--- src/design/pam_pkg.sv ---
// Shared constants and types of the process alarm monitor.
package pam_pkg;
	localparam int NUM_CH = 4;
	localparam int NUM_BASIC_CH = 2;
	localparam int PV_W = 16;
	localparam int CNT_W = 40;
	localparam int LOOP_W = 16;
	localparam int MSG_W = 3;
	localparam longint CLK_HZ = 64'd200_000_000;
	localparam longint RATE_WIN_S = 64'd60;
	localparam longint LOOP_TICK_S = 64'd1;
	localparam longint FLASH_HALF_MS = 64'd500;
	localparam longint RATE_WIN_CYC = RATE_WIN_S * CLK_HZ;
	localparam longint LOOP_TICK_CYC = LOOP_TICK_S * CLK_HZ;
	localparam longint FLASH_HALF_CYC = FLASH_HALF_MS * CLK_HZ / 64'd1000;
	localparam logic [MSG_W-1:0] MSG_NONE = 3'h0;
	localparam logic [MSG_W-1:0] MSG_LOOP_BROKEN = 3'h5;
	localparam logic [MSG_W-1:0] MSG_SENSOR_BREAK = 3'h6;
	localparam logic [2:0] SYNC_RST = 3'h0;
	typedef enum logic [2:0] {
		PAM_OFF = 3'h0,
		PAM_FS_LOW = 3'h1,
		PAM_FS_HIGH = 3'h3,
		PAM_DEV_LOW = 3'h2,
		PAM_DEV_HIGH = 3'h6,
		PAM_DEV_BAND = 3'h7,
		PAM_RATE_RISE = 3'h5,
		PAM_RATE_FALL = 3'h4
	} pam_alarm_type;
	typedef enum logic [1:0] {
		PAM_LATCH_MANUAL = 2'h0,
		PAM_LATCH_AUTO = 2'h1,
		PAM_LATCH_NONE = 2'h3
	} pam_latch_type;
endpackage : pam_pkg

--- src/design/pam_latch.sv ---
// Latching and acknowledge state of one alarm channel.
`timescale 1ns/10ps
module pam_latch import pam_pkg::*; (
	// Clock and reset.
	input wire logic core_clk_i,
	input wire logic rst_i,
	// Condition and operator acknowledge.
	input wire logic cond_i,
	input wire logic ack_i,
	input wire pam_latch_type mode_i,
	// Channel state.
	output logic active_o
);
	typedef struct packed {
		logic active;
		logic acked;
	} pam_lstate_type;

	pam_lstate_type s_q;
	pam_lstate_type s_d;

	always_comb begin
		s_d = s_q;
		case (mode_i)
			PAM_LATCH_NONE: begin
				s_d.active = cond_i;
				s_d.acked = 1'b0;
			end
			PAM_LATCH_AUTO: begin
				// An acknowledge taken during the condition holds the
				// alarm off until the condition has gone away once.
				if (ack_i) begin
					s_d.active = 1'b0;
					s_d.acked = cond_i;
				end else if (!cond_i) begin
					s_d.acked = 1'b0;
				end else if (!s_q.acked) begin
					s_d.active = 1'b1;
				end
			end
			default: begin
				s_d.acked = 1'b0;
				if (cond_i) begin
					s_d.active = 1'b1;
				end else if (ack_i) begin
					s_d.active = 1'b0;
				end
			end
		endcase
	end

	always_ff @(posedge core_clk_i or posedge rst_i) begin
		if (rst_i) begin
			s_q <= '0;
		end else begin
			s_q <= s_d;
		end
	end

	assign active_o = s_q.active;
endmodule : pam_latch

--- src/design/pam_monitor.sv ---
// Alarm evaluation and annunciation top of the process alarm monitor.
//
// Summary of operation
// - Full-scale low: value below threshold alarms.
// - Full-scale high: value above threshold alarms.
// - Deviation low: below setpoint beyond threshold.
// - Deviation high: above setpoint beyond threshold.
// - Band: absolute deviation beyond threshold alarms.
// - Rising rate per minute above threshold.
// - Falling rate per minute above threshold.
// - Loop broken: value static after demand change.
// - Open sensor alarms and forces safe output.
// - Active alarm flashes beacon, reports source.
// - Assigned output follows its active alarm.
// - Default relay de-energises while alarm active.
// - Manual latch: needs clear condition and acknowledge.
// - Manual latch ignores acknowledge during condition.
// - Four independently configured alarm channels.
// - Acknowledge after clearing resets beacon, message, relay.
// - Non-latching alarm clears with its condition.
// - Auto latch accepts acknowledge during condition.
// - Manual control mode masks deviation, band alarms.
`timescale 1ns/10ps
module pam_monitor import pam_pkg::*; #(
	parameter int W = PV_W,
	parameter int NCH = NUM_CH,
	parameter longint RATE_CYC = RATE_WIN_CYC,
	parameter longint TICK_CYC = LOOP_TICK_CYC,
	parameter longint FLASH_CYC = FLASH_HALF_CYC
) (
	// Clock and reset.
	input wire logic core_clk_i,
	input wire logic rst_i,
	// Process measurement and control demand.
	input wire logic signed [W-1:0] pv_i,
	input wire logic signed [W-1:0] sp_i,
	input wire logic [W-1:0] demand_i,
	input wire logic [W-1:0] safe_level_i,
	input wire logic manual_mode_i,
	// Sensor open-circuit pin and operator acknowledge pin.
	input wire logic sensor_open_i,
	input wire logic ack_btn_i,
	// Per-channel configuration and the shared loop delay.
	input wire pam_alarm_type [NCH-1:0] alarm_type_i,
	input wire pam_latch_type [NCH-1:0] latch_mode_i,
	input wire logic signed [NCH-1:0][W-1:0] threshold_i,
	input wire logic [NCH-1:0] relay_energise_i,
	input wire logic [LOOP_W-1:0] loop_delay_i,
	// Annunciation and outputs.
	output logic alarm_beacon_o,
	output logic [MSG_W-1:0] alarm_source_o,
	output logic sensor_break_message_o,
	output logic loop_broken_o,
	output logic [NCH-1:0] alarm_active_o,
	output logic [NCH-1:0] relay_o,
	output logic [W-1:0] ctrl_out_o
);
	localparam logic [CNT_W-1:0] RATE_LAST = CNT_W'(RATE_CYC - 1);
	localparam logic [CNT_W-1:0] TICK_LAST = CNT_W'(TICK_CYC - 1);
	localparam logic [CNT_W-1:0] FLASH_LAST = CNT_W'(FLASH_CYC - 1);

	typedef struct packed {
		logic [2:0] ack_s;
		logic [2:0] brk_s;
		logic ack_lvl;
		logic brk_lvl;
		logic [CNT_W-1:0] rate_cnt;
		logic signed [W-1:0] pv_min;
		logic signed [W:0] rate;
		logic [CNT_W-1:0] tick_cnt;
		logic [LOOP_W-1:0] loop_cnt;
		logic loop_arm;
		logic signed [W-1:0] loop_pv;
		logic [W-1:0] dem_prev;
		logic loop_brk;
		logic [CNT_W-1:0] flash_cnt;
		logic flash;
		logic beacon;
		logic [NCH-1:0] active;
		logic [NCH-1:0] relay;
		logic [MSG_W-1:0] msg;
		logic [W-1:0] ctrl;
	} pam_state_type;

	pam_state_type s_q;
	pam_state_type s_d;
	logic [NCH-1:0] cond;
	logic [NCH-1:0] active;
	logic ack_pulse;

	// Evaluates one alarm condition; every compare is strict.
	function automatic logic eval_alarm(input pam_alarm_type typ,
			input logic signed [W-1:0] pv, input logic signed [W-1:0] sp,
			input logic signed [W-1:0] thr, input logic signed [W:0] rate,
			input logic man);
		logic signed [W+1:0] dev;
		logic signed [W+1:0] th;
		logic signed [W+1:0] rt;
		logic hit;
		dev = (W+2)'(pv) - (W+2)'(sp);
		th = (W+2)'(thr);
		rt = (W+2)'(rate);
		case (typ)
			PAM_FS_LOW: hit = pv < thr;
			PAM_FS_HIGH: hit = pv > thr;
			PAM_DEV_LOW: hit = !man && (-dev > th);
			PAM_DEV_HIGH: hit = !man && (dev > th);
			PAM_DEV_BAND: hit = !man && (dev > th || -dev > th);
			PAM_RATE_RISE: hit = rt > th;
			PAM_RATE_FALL: hit = -rt > th;
			default: hit = 1'b0;
		endcase
		return hit;
	endfunction : eval_alarm

	// Names the alarm to report; sensor break outranks loop break,
	// which outranks the lowest-numbered channel.
	function automatic logic [MSG_W-1:0] pick_source(
			input logic [NCH-1:0] act, input logic lb, input logic sb);
		logic [MSG_W-1:0] src;
		src = MSG_NONE;
		for (int i = NCH - 1; i >= 0; i--) begin
			if (act[i]) begin
				src = MSG_W'(i + 1);
			end
		end
		if (lb) begin
			src = MSG_LOOP_BROKEN;
		end
		if (sb) begin
			src = MSG_SENSOR_BREAK;
		end
		return src;
	endfunction : pick_source

	assign ack_pulse = s_q.ack_s[1] && s_q.ack_s[2] && !s_q.ack_lvl;

	genvar g;
	generate
		for (g = 0; g < NCH; g++) begin : g_ch
			assign cond[g] = eval_alarm(alarm_type_i[g], pv_i, sp_i,
				threshold_i[g], s_q.rate, manual_mode_i);
			pam_latch u_latch (
				.core_clk_i(core_clk_i),
				.rst_i(rst_i),
				.cond_i(cond[g]),
				.ack_i(ack_pulse),
				.mode_i(latch_mode_i[g]),
				.active_o(active[g])
			);
		end
	endgenerate

	always_comb begin
		s_d = s_q;
		s_d.ack_s = {s_q.ack_s[1:0], ack_btn_i};
		s_d.brk_s = {s_q.brk_s[1:0], sensor_open_i};
		// A pin level is taken once the second and third stages agree.
		if (s_q.ack_s[1] == s_q.ack_s[2]) begin
			s_d.ack_lvl = s_q.ack_s[2];
		end
		if (s_q.brk_s[1] == s_q.brk_s[2]) begin
			s_d.brk_lvl = s_q.brk_s[2];
		end
		// Rate is the change of value over the last full minute.
		if (s_q.rate_cnt == RATE_LAST) begin
			s_d.rate_cnt = '0;
			s_d.pv_min = pv_i;
			s_d.rate = (W+1)'(pv_i) - (W+1)'(s_q.pv_min);
		end else begin
			s_d.rate_cnt = s_q.rate_cnt + 1'b1;
		end
		if (s_q.tick_cnt == TICK_LAST) begin
			s_d.tick_cnt = '0;
		end else begin
			s_d.tick_cnt = s_q.tick_cnt + 1'b1;
		end
		// Loop supervision restarts on every demand change.
		s_d.dem_prev = demand_i;
		if (demand_i != s_q.dem_prev) begin
			s_d.loop_arm = 1'b1;
			s_d.loop_cnt = '0;
			s_d.loop_pv = pv_i;
		end else if (pv_i != s_q.loop_pv) begin
			s_d.loop_arm = 1'b0;
			s_d.loop_brk = 1'b0;
		end else if (s_q.loop_arm && s_q.tick_cnt == TICK_LAST) begin
			if (s_q.loop_cnt >= loop_delay_i) begin
				s_d.loop_brk = !s_q.brk_lvl;
				s_d.loop_arm = 1'b0;
			end else begin
				s_d.loop_cnt = s_q.loop_cnt + 1'b1;
			end
		end
		// Open sensor forces the configured safe level on the output.
		s_d.ctrl = s_q.brk_lvl ? safe_level_i : demand_i;
		if (s_q.flash_cnt == FLASH_LAST) begin
			s_d.flash_cnt = '0;
			s_d.flash = !s_q.flash;
		end else begin
			s_d.flash_cnt = s_q.flash_cnt + 1'b1;
		end
		s_d.active = active;
		if (|active || s_q.loop_brk || s_q.brk_lvl) begin
			s_d.beacon = s_q.flash;
		end else begin
			s_d.beacon = 1'b0;
		end
		s_d.msg = pick_source(active, s_q.loop_brk, s_q.brk_lvl);
		// With energise clear, the relay drops out in alarm and stays
		// pulled in when quiet, so a power loss also shows as alarm.
		s_d.relay = active ^ ~relay_energise_i;
	end

	always_ff @(posedge core_clk_i or posedge rst_i) begin
		if (rst_i) begin
			s_q <= '0;
		end else begin
			s_q <= s_d;
		end
	end

	assign alarm_beacon_o = s_q.beacon;
	assign alarm_source_o = s_q.msg;
	assign sensor_break_message_o = s_q.brk_lvl;
	assign loop_broken_o = s_q.loop_brk;
	assign alarm_active_o = s_q.active;
	assign relay_o = s_q.relay;
	assign ctrl_out_o = s_q.ctrl;
endmodule : pam_monitor

--- config.mk ---
export PLATFORM = sky130hd
export DESIGN_NAME = pam_monitor
export DESIGN_NICKNAME = d
export VERILOG_FILES = /design/src/design/pam_pkg.sv /design/src/design/pam_latch.sv /design/src/design/pam_monitor.sv
export SDC_FILE = /design/constraint.sdc
export NUM_CORES = 1
export LEC_CHECK = 0
export ABC_AREA = 1
export BUFFER_PORTS_ARGS = -buffer_cell sky130_fd_sc_hd__buf_4
export CORE_ASPECT_RATIO = 0.9
export CORE_MARGIN = 1
export CORE_UTILIZATION = 50
export DETAILED_ROUTE_END_ITERATION = 8
export HOLD_SLACK_MARGIN = 0.1
export PLACE_DENSITY = 0.69
export REMOVE_ABC_BUFFERS = 1
export SLEW_MARGIN = 10
export SYNTH_ARGS = -nofsm -noshare
export SYNTH_HDL_FRONTEND = slang
export SYNTH_HIERARCHICAL = 1
export SYNTH_SLANG_ARGS = --single-unit
--- constraint.sdc ---
create_clock -name core_clk_i -period 17.15 [get_ports core_clk_i]
set_clock_uncertainty 0.15 [all_clocks]
set_input_delay 1.715 -clock core_clk_i [delete_from_list [all_inputs] [get_ports core_clk_i]]
set_output_delay 1.715 -clock core_clk_i [all_outputs]
set_load 0.02 [all_outputs]
# Word-level counts from Yosys, hierarchy flattened
# Cells that the tools add are included.
# totals
regBits	248
out_inout_bits	30
# classes
n_reduce_logical	42
bitwise_logic	3
add_sub_neg	8
order_cmp	25
n_mux	49
eq_ne	57
# op_table
op	n
$gt 18x16->1	8
$gt 17x16->1	8
$add 40x1->40 const B	3
$mux 40	3
$gt 16x16->1	4
$lt 16x16->1	4
$eq 3x3->1 const B	16
$mux 16	3
$eq 40x27->1 const B	1
$eq 40x28->1 const B	1
$eq 40x34->1 const B	1
$neg 17->18	2
$mux 17	2
$sub 16x16->17	2
$ne 16x16->1	2
$pmux 1 s7	4
$eq 3x2->1 const B	8
$ne 3x3->1 const B	8
$mux 1	23
$mux 3	6
$reduce_and 3->1	6
$reduce_bool 3->1	6
$add 16x1->16 const B	1
$ge 16x16->1	1
17 further kinds	61

# Logic depth before layout (Yosys ltp)
# Gate-level depths: netlist (run 1).
# logic_depth
depth_word	9
depth_mapped	39

# Hierarchy
# Netlist (run 1), hierarchy kept.
# modules_own_cells
mod	area_each_um2	instances	cells_per_inst
pam_monitor	24038.1	1	3451
pam_latch	110.1	4	17

# Least setup slack after synthesis (run 1)
# Ideal clock, no wire load.
# synth_path
path_kind	in2reg
startpoint	in pv_i[0]
endpoint	reg g_ch[3].u_latch.s_q (netlist bit g_ch[3].u_latch/active_o)
t_arrival_ps	5051
path_buffers	0
path_stages	34
setup_slack_ps	11832
required_ps	16884
path_cell_list	inv_1 -> ha_1 -> fa_1 -> inv_1 -> nand3_1 -> nand2_1 -> xor2_1 -> nor2_1 -> nand2_1 -> nor2_2 -> nand2_1 -> nor2_2 -> xor2_1 -> ha_1 -> nand2_1 -> nand2_1 -> nand2_1 -> nand2_1 -> nand2_1 -> nand3_1 -> nor2_1 -> nand2_1 -> nand2_1 -> nand2_1 -> nand2_1 -> nand2_1 -> nand2_1 -> nand2_1 -> nand2_1 -> nand2_1 -> inv_1 -> nand3_1 -> nand2_1 -> nand2_1
# synth_via
elab_chain_len	8
# synth_rtl
element	line_no	text
start: declaration	pam_monitor.sv:35	input wire logic signed [W-1:0] pv_i,
$sub 16x16->17	pam_monitor.sv:100	dev = (W+2)'(pv) - (W+2)'(sp);
$neg 17->18	pam_monitor.sv:106, pam_monitor.sv:108	
$gt 18x16->1	pam_monitor.sv:106, pam_monitor.sv:108	
$logic_or 1x1->1	pam_monitor.sv:108	PAM_DEV_BAND: hit = !man && (dev > th || -dev > th);
$logic_and 1x1->1	pam_monitor.sv:108	
$pmux 1 s7 (*)	pam_monitor.sv:103	case (typ)
via cond[3]	pam_monitor.sv:87	logic [NCH-1:0] cond;
$ne 3x2->1 (no line) (tied with other cells)	--	
$reduce_and 3->1 (no line) / $pmux 2 s2 (equally long branches)	--	
end signal: assignment	pam_latch.sv:54	s_q <= '0;
end signal: assignment	pam_latch.sv:56	s_q <= s_d;
end: declaration	pam_latch.sv:19	pam_lstate_type s_q;
# The timed path passes the listed nets; every way through them passes the cells marked *.
# A chain may end at the register's enable or synchronous reset.

# Final worst setup path (run 1)
# layout_path
startpoint	in pv_i[0]
endpoint	reg g_ch[1].u_latch.s_q (netlist bit g_ch[1].u_latch/active_o)
# layout_via
elab_chain_len	8
# layout_rtl
element	line_no
$sub 16x16->17	pam_monitor.sv:100
$neg 17->18	pam_monitor.sv:106, pam_monitor.sv:108
$gt 18x16->1	pam_monitor.sv:106, pam_monitor.sv:108
$logic_or 1x1->1	pam_monitor.sv:108
$logic_and 1x1->1	pam_monitor.sv:108
$pmux 1 s7 (*)	pam_monitor.sv:103
via cond[1]	pam_monitor.sv:87
$ne 3x2->1 (no line) (tied with other cells)	--
$reduce_and 3->1 (no line) / $pmux 2 s2 (equally long branches)	--
end signal: assignment	pam_latch.sv:54
end signal: assignment	pam_latch.sv:56
end: declaration	pam_latch.sv:19
# Marked as above.

==> metrics.log, run 1 <==
[metrics] via count of the first global-routing pass: 21400
[metrics] antenna violations before repair: 4
[metrics] clock root buffer master: sky130_fd_sc_hd__clkbuf_16
[metrics] die outline width: 235 um
[metrics] HP Class: register to register
[metrics] Slew Limit Fails: 0
[metrics] Inserted Clock Buffers: 27
[metrics] count of antenna-violating nets left after detailed routing: 0
[metrics] fraction of synthesized area in multiplexers: 0.000460
[metrics] Arrival @ worst endpoint: 6.02 ns
[metrics] cell taking the most area after synthesis: sky130_fd_sc_hd__dfrtp_1
[metrics] area share of fa/ha/maj cells after synthesis: 0.202
[metrics] mean number of vias per cell: 5.40
[metrics] Worst Setup End Kind: register
[metrics] endpoint required time on the critical path: 17.43 ns
[metrics] Synth area leaders: sky130_fd_sc_hd__dfrtp_1, sky130_fd_sc_hd__ha_1, sky130_fd_sc_hd__nand2_1, sky130_fd_sc_hd__inv_1, sky130_fd_sc_hd__nor2_1
[metrics] power density normalized to cell area: 63.2 nW/um^2
[metrics] internal power component: 0.00113 W
[metrics] most frequent cell after synthesis: sky130_fd_sc_hd__nand2_1
[metrics] Hold Path Cell Cnt: 0
[metrics] Final HPWL DP: 62.6 mm
[metrics] nets: 4276
[metrics] worst reg-to-reg path cell count: 24
[metrics] number of instances in the synthesized netlist: 3519
[metrics] Slew headroom: 0.341
[metrics] grt ovf: 0
[metrics] share of layout cells above drive strength 1: 0.0885
[metrics] first-pass GRT wire length: 121 mm
[metrics] switching pwr: 0.000604 W
[metrics] final core utilization: 0.570
[metrics] Hold Buf Count CTS: 0
[metrics] average wire per standard cell: 18.0 um
[metrics] dominant combinational cell family by area after synthesis: simple AND/OR/NAND/NOR gates
[metrics] number of design rule violations left after detail routing: 0
[metrics] latest clock arrival within the worst-skew pair: 0.57 ns
[metrics] Boundary Pins: 203
[metrics] Bufs on Longest Clock Path: 3
[metrics] number of enable-type register cells in the synthesized netlist: 0
[metrics] Final Routed Wirelength: 78.5 mm
[metrics] Max IR drop VDD: 0.0655 mV
[metrics] logic gate share of total power: 0.302
[metrics] warnings from Yosys: 6
[metrics] power share of the sequential group: 0.356
[metrics] run status: finished clean
[metrics] clock transition time at the flip-flop clock pins of the worst setup and hold paths: 0.06 ns
[metrics] DRT iter0 DRCs: 2191
[metrics] share of the synthesized area in compound gates (AO/OA/AOI/OAI): 0.0861
[metrics] async set or reset register ratio after synthesis: 1.00
[metrics] Die Outline Area: 49800 sq um
[metrics] Synth top cells by count: sky130_fd_sc_hd__nand2_1, sky130_fd_sc_hd__inv_1, sky130_fd_sc_hd__ha_1
[metrics] count of input and output buffers: 202
[metrics] number of levels the H-tree was split into: 1
[metrics] count of TritonRoute iterations in the first routing pass: 8
[metrics] Floorplan Core Area: 48100 sq um
[metrics] clock tree from TritonCTS: yes
[metrics] Primary FF master, synth: sky130_fd_sc_hd__dfrtp_1
[metrics] portion of the clock cycle consumed by the worst path in the final layout: 0.335
[metrics] leakage: 15.2 nW
[metrics] crit path from: pv_i[0]
[metrics] mean area per synthesized cell: 6.96 sq um
[metrics] number of endpoints failing setup at the final stage: 0
[metrics] classification of the worst setup path: input pin to register
[metrics] pin count of the biggest net entering global routing: 89
[metrics] effective utilization at floorplan: 0.509
[metrics] post-synthesis register bit count: 248
[metrics] post-synthesis xor/xnor area fraction: 0.0490
[metrics] GPL Wtd Cong: 1.01
[metrics] area fraction in and, or, nand and nor cells after synthesis: 0.301
[metrics] via count: 23500
[metrics] total of cells resized after clock tree synthesis: 0
[metrics] Sw Ratio: 0.348
[metrics] standard-cell row count: 76
[metrics] Critical R2R Launch: s_q[159]
[metrics] maximum capacitance violations: 0
[metrics] maximum frequency from static timing analysis: 174 MHz
[metrics] setup total negative slack: 0 ns
[metrics] biggest cell delay along the critical path: 0.46 ns
[metrics] proportion of netlist area held by the largest area contributor: 0.254
[metrics] minimum setup slack after placement: 10.96 ns
[metrics] post-synthesis to final-layout area growth: 12.1%
[metrics] Setup crit start kind: input pin
[metrics] sequential-to-total area share from yosys stat: 0.254
[metrics] Final min period: 5.74 ns
[metrics] number of clock sinks: 248
[metrics] startpoint of the lowest-slack hold path: s_d[238]
[metrics] cell area after synthesis: 24500 sq um
[metrics] clock group share of total power: 0.342
[metrics] most numerous cell on the critical path: sky130_fd_sc_hd__nand2_1
[metrics] RSZ-0062 raised after global routing: false
[metrics] global-route usage over all layers: 0.315
[metrics] largest driver fanout on the critical path: 8
[metrics] final setup margin: 11.41 ns
[metrics] slew at the pin closest to its max-slew limit: 0.988 ns
[metrics] Chip Height: 212 um
[metrics] final hold violation count: 0
[metrics] Critical-path top delay cell: sky130_fd_sc_hd__xor2_1
[metrics] total setup buffers inserted after CTS: 0
[metrics] number of different library cells in the post-synthesis netlist: 61
## kinds of logic after synthesis
kind of cell | count (synthesis)
AO/OA/AOI/OAI | 385
XOR/XNOR | 137
adder cells (fa/ha/maj) | 394
buffers and inverters | 669
flip-flops | 248
multiplexers | 1
AND/OR/NAND/NOR | 1685
## worst max-delay path: cells and delay by family
family | cells | cell delay [ns]
fa+ha+maj | 3 | 1.03
xor+xnor | 1 | 0.46
simple gates | 24 | 2.28
buf+inv | 5 | 0.54
## area by class of cell
cell class	count	area, sq um
fill	4763	20700
multi-input combinational	2602	15700
sequential	248	6210
inverter	624	2350
timing repair buffer	207	1550
tap	624	781
clock buffer	34	752
clock inverter	15	149
antenna	1	2.50
## stage by stage
step                      power (W)  instances  cell area [sq um]  hold WS [ns]
after detailed placement    0.00113       4305              26500         0.185
final                       0.00173       4355              27400         0.197
after global routing        0.00183       4355              27400         0.216
after global placement      0.00113       4305              26500         0.182
after CTS                   0.00173       4354              27400         0.199
after floorplan            0.000946       3474              24200         0.181
## placed cells by master, fill, tap and decap left out, types with 27 or more instances in the layout
cell type and instances:
sky130_fd_sc_hd__nor2_1 323, sky130_fd_sc_hd__xnor2_1 39, sky130_fd_sc_hd__ha_1 391, sky130_fd_sc_hd__a21oi_1 179, sky130_fd_sc_hd__o21ai_0 127, sky130_fd_sc_hd__nand4_1 105
sky130_fd_sc_hd__xor2_1 98, sky130_fd_sc_hd__dfrtp_1 248, sky130_fd_sc_hd__clkbuf_16 27, sky130_fd_sc_hd__nand3_1 175, sky130_fd_sc_hd__inv_1 602, sky130_fd_sc_hd__buf_4 207
sky130_fd_sc_hd__nor3_1 94, sky130_fd_sc_hd__nor4_1 38, sky130_fd_sc_hd__nand2_1 869
## flip-flops by register name, summed over array words and instances (netlist names)
signal,cells
alarm_active_o,4
alarm_beacon_o,1
alarm_source_o,3
ctrl_out_o,16
g_ch.u_latch/active_o,4
g_ch.u_latch/s_q,4
loop_broken_o,1
relay_o,4
s_d,4
s_q,206
sensor_break_message_o,1
## layer usage
metal | up-vias | global-route usage | wire [um]
met3 | 117 | 0.0702 | 7870
met2 | 882 | 0.468 | 31800
li1 | 11800 | - | -
met5 | - | 0 | 0
met1 | 10700 | 0.463 | 37100
met4 | 0 | 0.0701 | 1820
## power groups by stage
stage               registers (W)  clock network [W]  logic, W
global route             0.000619           0.000630  0.000585
CTS                      0.000617           0.000606  0.000510
global placement         0.000627                  0  0.000503
finish                   0.000617           0.000593  0.000524
floorplan                0.000638                  0  0.000309
detailed placement       0.000628                  0  0.000507
## worst paths after layout
path | endpoint | slack, ns
worst min register to register | s_d[239] | 0.20
max in group asynchronous | s_q[211] | 14.24
worst max-delay path | g_ch[1].u_latch/active_o | 11.41
worst max register to register | g_ch[0].u_latch/active_o | 12.76
min in group asynchronous | g_ch[2].u_latch/s_q[0] | 0.95
worst min-delay path | s_d[239] | 0.20
Note: power is estimated with default switching activity, not from simulation.
==> run 2: changes to the inputs <==
- ABC_AREA: 1 -> 0
- clock period: 17.15 -> 5.7 ns (I/O delays scaled with it)
==> run 2 against run 1 <==
  * Final area fell by 9.2%
  * Global-route usage rose by 0.37 points
  * Sequential cell count did not move
  * Sequential power rose to 3.0 times the previous value
  * Count of clock-buffer cells in the layout rose by 3
  * Critical path depth fell by 8
  * Register-to-register slack got worse by 12 ns
  * Critical endpoint unchanged
  * Combinational power rose to 3.1 times the previous value
==> metrics.log, run 2 <==
[metrics] sequential-to-total area share from yosys stat: 0.293
[metrics] worst path buffer plus inverter count: 2
[metrics] Synth area leaders: sky130_fd_sc_hd__dfrtp_1, sky130_fd_sc_hd__ha_1, sky130_fd_sc_hd__xnor2_1, sky130_fd_sc_hd__xor2_1, sky130_fd_sc_hd__nand2_1
[metrics] startpoint of the lowest-slack hold path: latch_mode_i[0]
[metrics] post-synthesis xor/xnor area fraction: 0.0898
[metrics] cell taking the most area after synthesis: sky130_fd_sc_hd__dfrtp_1
[metrics] Floorplan Core Area: 41800 sq um
[metrics] mean number of vias per cell: 5.95
[metrics] count of antenna-violating nets left after detailed routing: 0
[metrics] final setup margin: 0.420 ns
[metrics] count of TritonRoute iterations in the first routing pass: 5
[metrics] switching pwr: 0.00169 W
[metrics] Final Routed Wirelength: 68.9 mm
[metrics] first-pass GRT wire length: 105 mm
[metrics] largest driver fanout on the critical path: 3
[metrics] internal power component: 0.00347 W
[metrics] async set or reset register ratio after synthesis: 1.00
[metrics] standard-cell row count: 71
[metrics] Boundary Pins: 203
[metrics] pin count of the biggest net entering global routing: 168
[metrics] leakage: 12.3 nW
[metrics] proportion of netlist area held by the largest area contributor: 0.293
[metrics] Final HPWL DP: 54.6 mm
[metrics] via count: 19000
[metrics] Final min period: 5.28 ns
[metrics] RSZ-0062 raised after global routing: false
[metrics] global-route usage over all layers: 0.319
[metrics] Die Outline Area: 43200 sq um
[metrics] capture point of the worst reg-to-reg path: g_ch[3].u_latch/active_o
[metrics] Sw Ratio: 0.328
[metrics] setup total negative slack: 0 ns
[metrics] clock tree from TritonCTS: yes
[metrics] via count of the first global-routing pass: 19100
[metrics] Slew headroom: 0.308
[metrics] Critical R2R Launch: s_q[162]
[metrics] average wire per standard cell: 21.6 um
[metrics] portion of the clock cycle consumed by the worst path in the final layout: 0.926
[metrics] most frequent cell after synthesis: sky130_fd_sc_hd__ha_1
[metrics] clock root buffer master: sky130_fd_sc_hd__clkbuf_16
[metrics] logic gate share of total power: 0.318
[metrics] leading cell type in the layout, fill and taps excluded: sky130_fd_sc_hd__ha_1
[metrics] number of clock sinks: 248
[metrics] antenna violations before repair: 1
[metrics] number of enable-type register cells in the synthesized netlist: 0
[metrics] number of different library cells in the post-synthesis netlist: 74
[metrics] share of the synthesized area in compound gates (AO/OA/AOI/OAI): 0.131
[metrics] count of input and output buffers: 202
[metrics] mean area per synthesized cell: 9.06 sq um
[metrics] classification of the worst setup path: input pin to register
[metrics] Inserted Clock Buffers: 27
[metrics] minimum setup slack after placement: -0.247 ns
[metrics] Bufs on Longest Clock Path: 3
[metrics] Slew Limit Fails: 0
[metrics] total instance count after detailed placement: 3109
[metrics] post-synthesis register bit count: 248
[metrics] Largest Register: s_q
[metrics] nets: 3198
[metrics] worst reg-to-reg path cell count: 16
[metrics] Register-to-Register Setup Slack: 0.72 ns
[metrics] Synth top cells by count: sky130_fd_sc_hd__ha_1, sky130_fd_sc_hd__dfrtp_1, sky130_fd_sc_hd__nand2_1
[metrics] Hold Path Cell Cnt: 3
[metrics] CP delay by family, top: simple AND/OR/NAND/NOR gates
[metrics] dominant combinational cell family by area after synthesis: adder cells
[metrics] biggest cell delay along the critical path: 0.55 ns
[metrics] power share of the sequential group: 0.357
[metrics] HP Class: input pin to register
[metrics] number of flip-flops in the largest register: 206
[metrics] post-synthesis to final-layout area growth: 17.7%
[metrics] grt ovf: 0
[metrics] latest clock arrival within the worst-skew pair: 0.56 ns
[metrics] worst hold endpoint: g_ch[0].u_latch/s_q[0]
[metrics] slew at the pin closest to its max-slew limit: 1.03 ns
[metrics] Worst Setup End Kind: register
[metrics] # fillers: 3674
[metrics] maximum frequency from static timing analysis: 189 MHz
[metrics] Primary FF master, synth: sky130_fd_sc_hd__dfrtp_1
[metrics] fraction of synthesized area in multiplexers: 0.0115
[metrics] commonest non-fill, non-tap cells in the layout: sky130_fd_sc_hd__ha_1, sky130_fd_sc_hd__buf_4, sky130_fd_sc_hd__dfrtp_1
[metrics] die outline width: 219 um
[metrics] post-route non-filler standard cell count: 3197
[metrics] total setup buffers inserted after CTS: 0
[metrics] warnings from Yosys: 6
[metrics] cell area after synthesis: 21200 sq um
[metrics] final hold violation count: 0
[metrics] area share of fa/ha/maj cells after synthesis: 0.234
[metrics] Arrival @ worst endpoint: 5.55 ns
[metrics] number of endpoints failing setup at the final stage: 0
[metrics] effective utilization at floorplan: 0.507
[metrics] GPL Wtd Cong: 1.02
[metrics] clock transition time at the flip-flop clock pins of the worst setup and hold paths: 0.08 ns
[metrics] DRT iter0 DRCs: 1361
[metrics] endpoint required time on the critical path: 5.97 ns
[metrics] maximum capacitance violations: 0
[metrics] Setup crit start kind: input pin
[metrics] number of instances in the synthesized netlist: 2337
[metrics] number of levels the H-tree was split into: 1
[metrics] number of design rule violations left after detail routing: 0
[metrics] clock group share of total power: 0.326
[metrics] power density normalized to cell area: 207 nW/um^2
[metrics] share of layout cells above drive strength 1: 0.140
[metrics] Critical-path top delay cell: sky130_fd_sc_hd__or4_4
[metrics] Chip Height: 197 um
[metrics] run status: finished clean
[metrics] Max IR drop VDD: 0.219 mV
[metrics] area fraction in and, or, nand and nor cells after synthesis: 0.199
run 2: changes by cell type after synthesis, moves of 33 or more:
cell                      previous run  this run
sky130_fd_sc_hd__nand2_1           869       188
sky130_fd_sc_hd__inv_1             603       157
sky130_fd_sc_hd__nor2_1            324       180
sky130_fd_sc_hd__nand3_1           176        82
sky130_fd_sc_hd__xnor2_1            39       114
sky130_fd_sc_hd__a21oi_1           179       110
sky130_fd_sc_hd__a21o_1             20        85
sky130_fd_sc_hd__nor3_1             94        30
sky130_fd_sc_hd__nor2b_1             0        42
sky130_fd_sc_hd__and3_1              2        35
run 2: logic make-up after synthesis:
logic type / after synthesis
simple gates: 810
compound gates: 438
fa+ha+maj: 394
mux: 22
buf+inv: 208
flops: 248
xor+xnor: 217
run 2: layout make-up:
class / instances / area [sq um] / share of cell area
inverter: 157 / 597 / 0.0240
tap: 547 / 684 / 0.0275
sequential: 248 / 6210 / 0.249
multi-input combinational: 1881 / 14100 / 0.566
timing repair buffer: 317 / 2490 / 0.100
clock inverter: 9 / 77.6 / 0.00311
clock buffer: 37 / 753 / 0.0302
antenna: 1 / 2.50 / 0.000100
run 2: per-stage QoR:
stage	hold WS [ns]	instance area (sq um)	utilization	total power, W
finish	0.126	24900	0.597	0.00516
global route	0.120	24900	0.596	0.00541
CTS	0.106	24900	0.596	0.00516
detailed placement	0.185	23700	0.566	0.00345
global placement	0.183	23700	0.566	0.00339
floorplan	0.161	20900	-	0.00278
run 2: metal layers:
metal / up-vias / GRT usage / share of wire
met5: - / 0 / 0.00019
met2: 654 / 0.519 / 0.46
met1: 9156 / 0.413 / 0.42
met3: 183 / 0.0430 / 0.067
li1: 9037 / - / -
met4: 2 / 0.163 / 0.054
run 2: worst max path at each step:
| stage | start | end | slack, ns | cells past startpoint |
|---|---|---|---|---|
| after detailed placement | pv_i[0] | g_ch[1].u_latch/active_o | -0.25 | 25 |
| final | pv_i[0] | g_ch[1].u_latch/active_o | 0.42 | 25 |
| after global placement | pv_i[0] | g_ch[1].u_latch/active_o | -0.19 | 25 |
| after global routing | pv_i[0] | g_ch[1].u_latch/active_o | 0.05 | 27 |
| after floorplan | rst_i | alarm_active_o[0] | -1.61 | 1 |
| after CTS | pv_i[0] | g_ch[1].u_latch/active_o | 0.34 | 25 |
run 2: repair_timing:
item | in CTS | in global routing
hold endpoints to repair | 121 | 0
endpoints found under the setup margin | 0 | 2
resized for setup | 0 | 3
hold buffers | 41 | 0
run 2: power by group through the flow:
stage	Clock [W]	Sequential, W	Combinational (W)
after floorplan	0	0.00190	0.000877
after global placement	0	0.00187	0.00152
after detailed placement	0	0.00187	0.00157
after CTS	0.00172	0.00184	0.00161
after global routing	0.00177	0.00185	0.00179
final	0.00168	0.00184	0.00164
run 2: worst register-to-register path, stage by stage, from the launching register on:
cell and delay, ns:
sky130_fd_sc_hd__dfrtp_1 0.38, sky130_fd_sc_hd__nor3_1 0.38, sky130_fd_sc_hd__nand2b_1 0.18, sky130_fd_sc_hd__nor4_1 0.35, sky130_fd_sc_hd__nor2b_1 0.32, sky130_fd_sc_hd__nand2_1 0.15, sky130_fd_sc_hd__nor4_1 0.33, sky130_fd_sc_hd__xnor2_1 0.33
sky130_fd_sc_hd__ha_1 0.36, sky130_fd_sc_hd__a21o_1 0.19, sky130_fd_sc_hd__a2111oi_0 0.54, sky130_fd_sc_hd__and3b_1 0.28, sky130_fd_sc_hd__o221ai_1 0.24, sky130_fd_sc_hd__a311oi_1 0.34, sky130_fd_sc_hd__a221oi_1 0.15, sky130_fd_sc_hd__o21ai_1 0.09
sky130_fd_sc_hd__o21ai_1 0.08
==> run 3: changes to the inputs <==
- CORE_MARGIN: 1 -> 2
==> run 3 against run 2 <==
  * Sequential cell count stayed put
  * Non-clock buffer count is 16 higher
  * Fmax is 2.3% lower
  * Die area is 1.9% higher
  * Final area is 0.83% higher
  * Sequential power hardly changed
  * Largest power group unchanged
  * Highest routed layer is now met4
==> metrics.log, run 3 (synthesis results as in run 2) <==
[metrics] post-synthesis to final-layout area growth: 18.7%
[metrics] DRT iter0 DRCs: 1506
[metrics] number of endpoints failing setup at the final stage: 0
[metrics] HP Class: input pin to register
[metrics] slew at the pin closest to its max-slew limit: 0.887 ns
[metrics] endpoint required time on the critical path: 5.97 ns
[metrics] Die Outline Area: 44000 sq um
[metrics] Critical path destination: g_ch[1].u_latch/active_o
[metrics] final hold violation count: 0
[metrics] maximum capacitance violations: 0
[metrics] Non-Filler Cell Area, Final: 25100 sq um
[metrics] Register-to-Register Setup Slack: 0.51 ns
[metrics] number of design rule violations left after detail routing: 0
[metrics] classification of the worst setup path: input pin to register
[metrics] Sequential cell area: 6210 sq um
[metrics] clock group share of total power: 0.341
[metrics] clock transition time at the flip-flop clock pins of the worst setup and hold paths: 0.06 ns
[metrics] switching pwr: 0.00172 W
[metrics] number of levels the H-tree was split into: 1
[metrics] via count of the first global-routing pass: 18900
[metrics] multi-input gate area in the final layout: 14100 sq um
[metrics] Bufs on Longest Clock Path: 3
[metrics] latest clock arrival within the worst-skew pair: 0.59 ns
[metrics] power density normalized to cell area: 209 nW/um^2
[metrics] via count: 19300
[metrics] count of TritonRoute iterations in the first routing pass: 7
[metrics] Inserted Clock Buffers: 28
[metrics] clock tree from TritonCTS: yes
[metrics] Setup crit start kind: input pin
[metrics] internal power component: 0.00354 W
[metrics] GPL Wtd Cong: 0.991
[metrics] final setup margin: 0.293 ns
[metrics] Final HPWL DP: 55.9 mm
[metrics] nets: 3215
[metrics] Floorplan Core Area: 41800 sq um
[metrics] pin count of the biggest net entering global routing: 107
[metrics] share of layout cells above drive strength 1: 0.145
[metrics] count of antenna-violating nets left after detailed routing: 0
[metrics] count of input and output buffers: 202
[metrics] # fillers: 3649
[metrics] total setup buffers inserted after CTS: 0
[metrics] die outline width: 221 um
[metrics] power share of the sequential group: 0.350
[metrics] Chip Height: 199 um
[metrics] leading cell type in the layout, fill and taps excluded: sky130_fd_sc_hd__ha_1
[metrics] largest driver fanout on the critical path: 3
[metrics] grt ovf: 0
[metrics] Critical R2R Launch: s_q[161]
[metrics] minimum setup slack after placement: -0.328 ns
[metrics] Final min period: 5.41 ns
[metrics] worst-case hold slack: 0.120 ns
[metrics] antenna violations before repair: 1
[metrics] run status: finished clean
[metrics] Boundary Pins: 203
[metrics] placed cell area: 23800 sq um
[metrics] first-pass GRT wire length: 107 mm
[metrics] capture point of the worst reg-to-reg path: g_ch[3].u_latch/active_o
[metrics] standard-cell row count: 71
[metrics] Worst Setup End Kind: register
[metrics] maximum frequency from static timing analysis: 185 MHz
[metrics] logic gate share of total power: 0.309
[metrics] portion of the clock cycle consumed by the worst path in the final layout: 0.949
[metrics] Largest Register: s_q
[metrics] number of clock sinks: 248
[metrics] clock root buffer master: sky130_fd_sc_hd__clkbuf_16
[metrics] average wire per standard cell: 21.9 um
[metrics] Sw Ratio: 0.327
[metrics] Max IR drop VDD: 0.228 mV
[metrics] Final Routed Wirelength: 70.6 mm
[metrics] crit path from: pv_i[0]
[metrics] commonest non-fill, non-tap cells in the layout: sky130_fd_sc_hd__ha_1, sky130_fd_sc_hd__buf_4, sky130_fd_sc_hd__dfrtp_1
[metrics] effective utilization at floorplan: 0.507
[metrics] mean number of vias per cell: 6.00
[metrics] number of flip-flops in the largest register: 206
[metrics] Arrival @ worst endpoint: 5.68 ns
[metrics] Slew headroom: 0.408
[metrics] global-route usage over all layers: 0.313
[metrics] Slew Limit Fails: 0
[metrics] leakage: 12.5 nW
[metrics] worst reg-to-reg path cell count: 17
==> run 3: final cells by class <==
cell class                 instances  area share
antenna                            1   0.0000996
timing repair buffer             333       0.104
inverter                         157      0.0238
clock inverter                    10     0.00423
sequential                       248       0.247
clock buffer                      41      0.0322
tap                              547      0.0273
multi-input combinational       1881       0.561
==> run 3: worst min path at each step <==
stage	startpoint	end	slack, ns	cells after the start
finish	latch_mode_i[5]	g_ch[2].u_latch/s_q[0]	0.12	3
global route	latch_mode_i[5]	g_ch[2].u_latch/s_q[0]	0.11	3
CTS	latch_mode_i[5]	g_ch[2].u_latch/s_q[0]	0.10	3
detailed placement	s_d[238]	s_d[239]	0.19	0
global placement	s_d[235]	s_d[236]	0.18	0
floorplan	rst_i	g_ch[0].u_latch/active_o	0.16	1
==> run 3: what timing repair did <==
item                                    CTS  global route
endpoints found under the hold margin   154             0
gates resized for setup                   0             3
endpoints found under the setup margin    0             2
hold buffers                             43             0
==> run 3: worst max-delay path, stage by stage <==
cell	delay, ns
sky130_fd_sc_hd__buf_4	0.10
sky130_fd_sc_hd__inv_1	0.06
sky130_fd_sc_hd__ha_1	0.22
sky130_fd_sc_hd__fa_1	0.42
sky130_fd_sc_hd__nor2b_2	0.16
sky130_fd_sc_hd__o211ai_1	0.14
sky130_fd_sc_hd__a21oi_2	0.19
sky130_fd_sc_hd__nor2_2	0.05
sky130_fd_sc_hd__xnor2_1	0.13
sky130_fd_sc_hd__or4_4	0.54
sky130_fd_sc_hd__or4_4	0.48
sky130_fd_sc_hd__nor4b_4	0.24
sky130_fd_sc_hd__xnor2_1	0.13
sky130_fd_sc_hd__ha_1	0.31
sky130_fd_sc_hd__nand4_1	0.15
sky130_fd_sc_hd__nor3_2	0.24
sky130_fd_sc_hd__nand4_1	0.18
sky130_fd_sc_hd__o221a_2	0.32
sky130_fd_sc_hd__o21ai_0	0.09
sky130_fd_sc_hd__xor2_1	0.23
sky130_fd_sc_hd__o221a_2	0.23
sky130_fd_sc_hd__nor2_1	0.05
sky130_fd_sc_hd__a31o_2	0.27
sky130_fd_sc_hd__o21ai_1	0.08
sky130_fd_sc_hd__o21ai_1	0.08
==> run 3: routing by layer <==
| metal | vias to the layer above | share of wire | GRT usage |
|---|---|---|---|
| li1 | 9072 | - | - |
| met1 | 9391 | 0.43 | 0.412 |
| met3 | 168 | 0.059 | 0.0391 |
| met2 | 668 | 0.46 | 0.514 |
| met4 | 0 | 0.054 | 0.152 |
| met5 | - | 0 | 0 |
==> run 3: per-stage QoR <==
step | TNS (ns) | std cells | power [W] | util
2_1_floorplan | -385.95 | 2286 | 0.00278 | -
3_3_place_gp | -0.421 | 3123 | 0.00338 | 0.569
3_5_place_dp | -0.633 | 3123 | 0.00343 | 0.569
4_1_cts | 0 | 3217 | 0.00525 | 0.601
5_1_grt | -0.0332 | 3217 | 0.00552 | 0.601
6_report | 0 | 3218 | 0.00526 | 0.602
==> run 3: power by group through the flow <==
| stage | clock network [W] | registers [W] | logic [W] |
|---|---|---|---|
| after global placement | 0 | 0.00187 | 0.00151 |
| after floorplan | 0 | 0.00190 | 0.000877 |
| after CTS | 0.00182 | 0.00184 | 0.00159 |
| after global routing | 0.00190 | 0.00184 | 0.00178 |
| after detailed placement | 0 | 0.00187 | 0.00156 |
| final | 0.00179 | 0.00184 | 0.00163 |
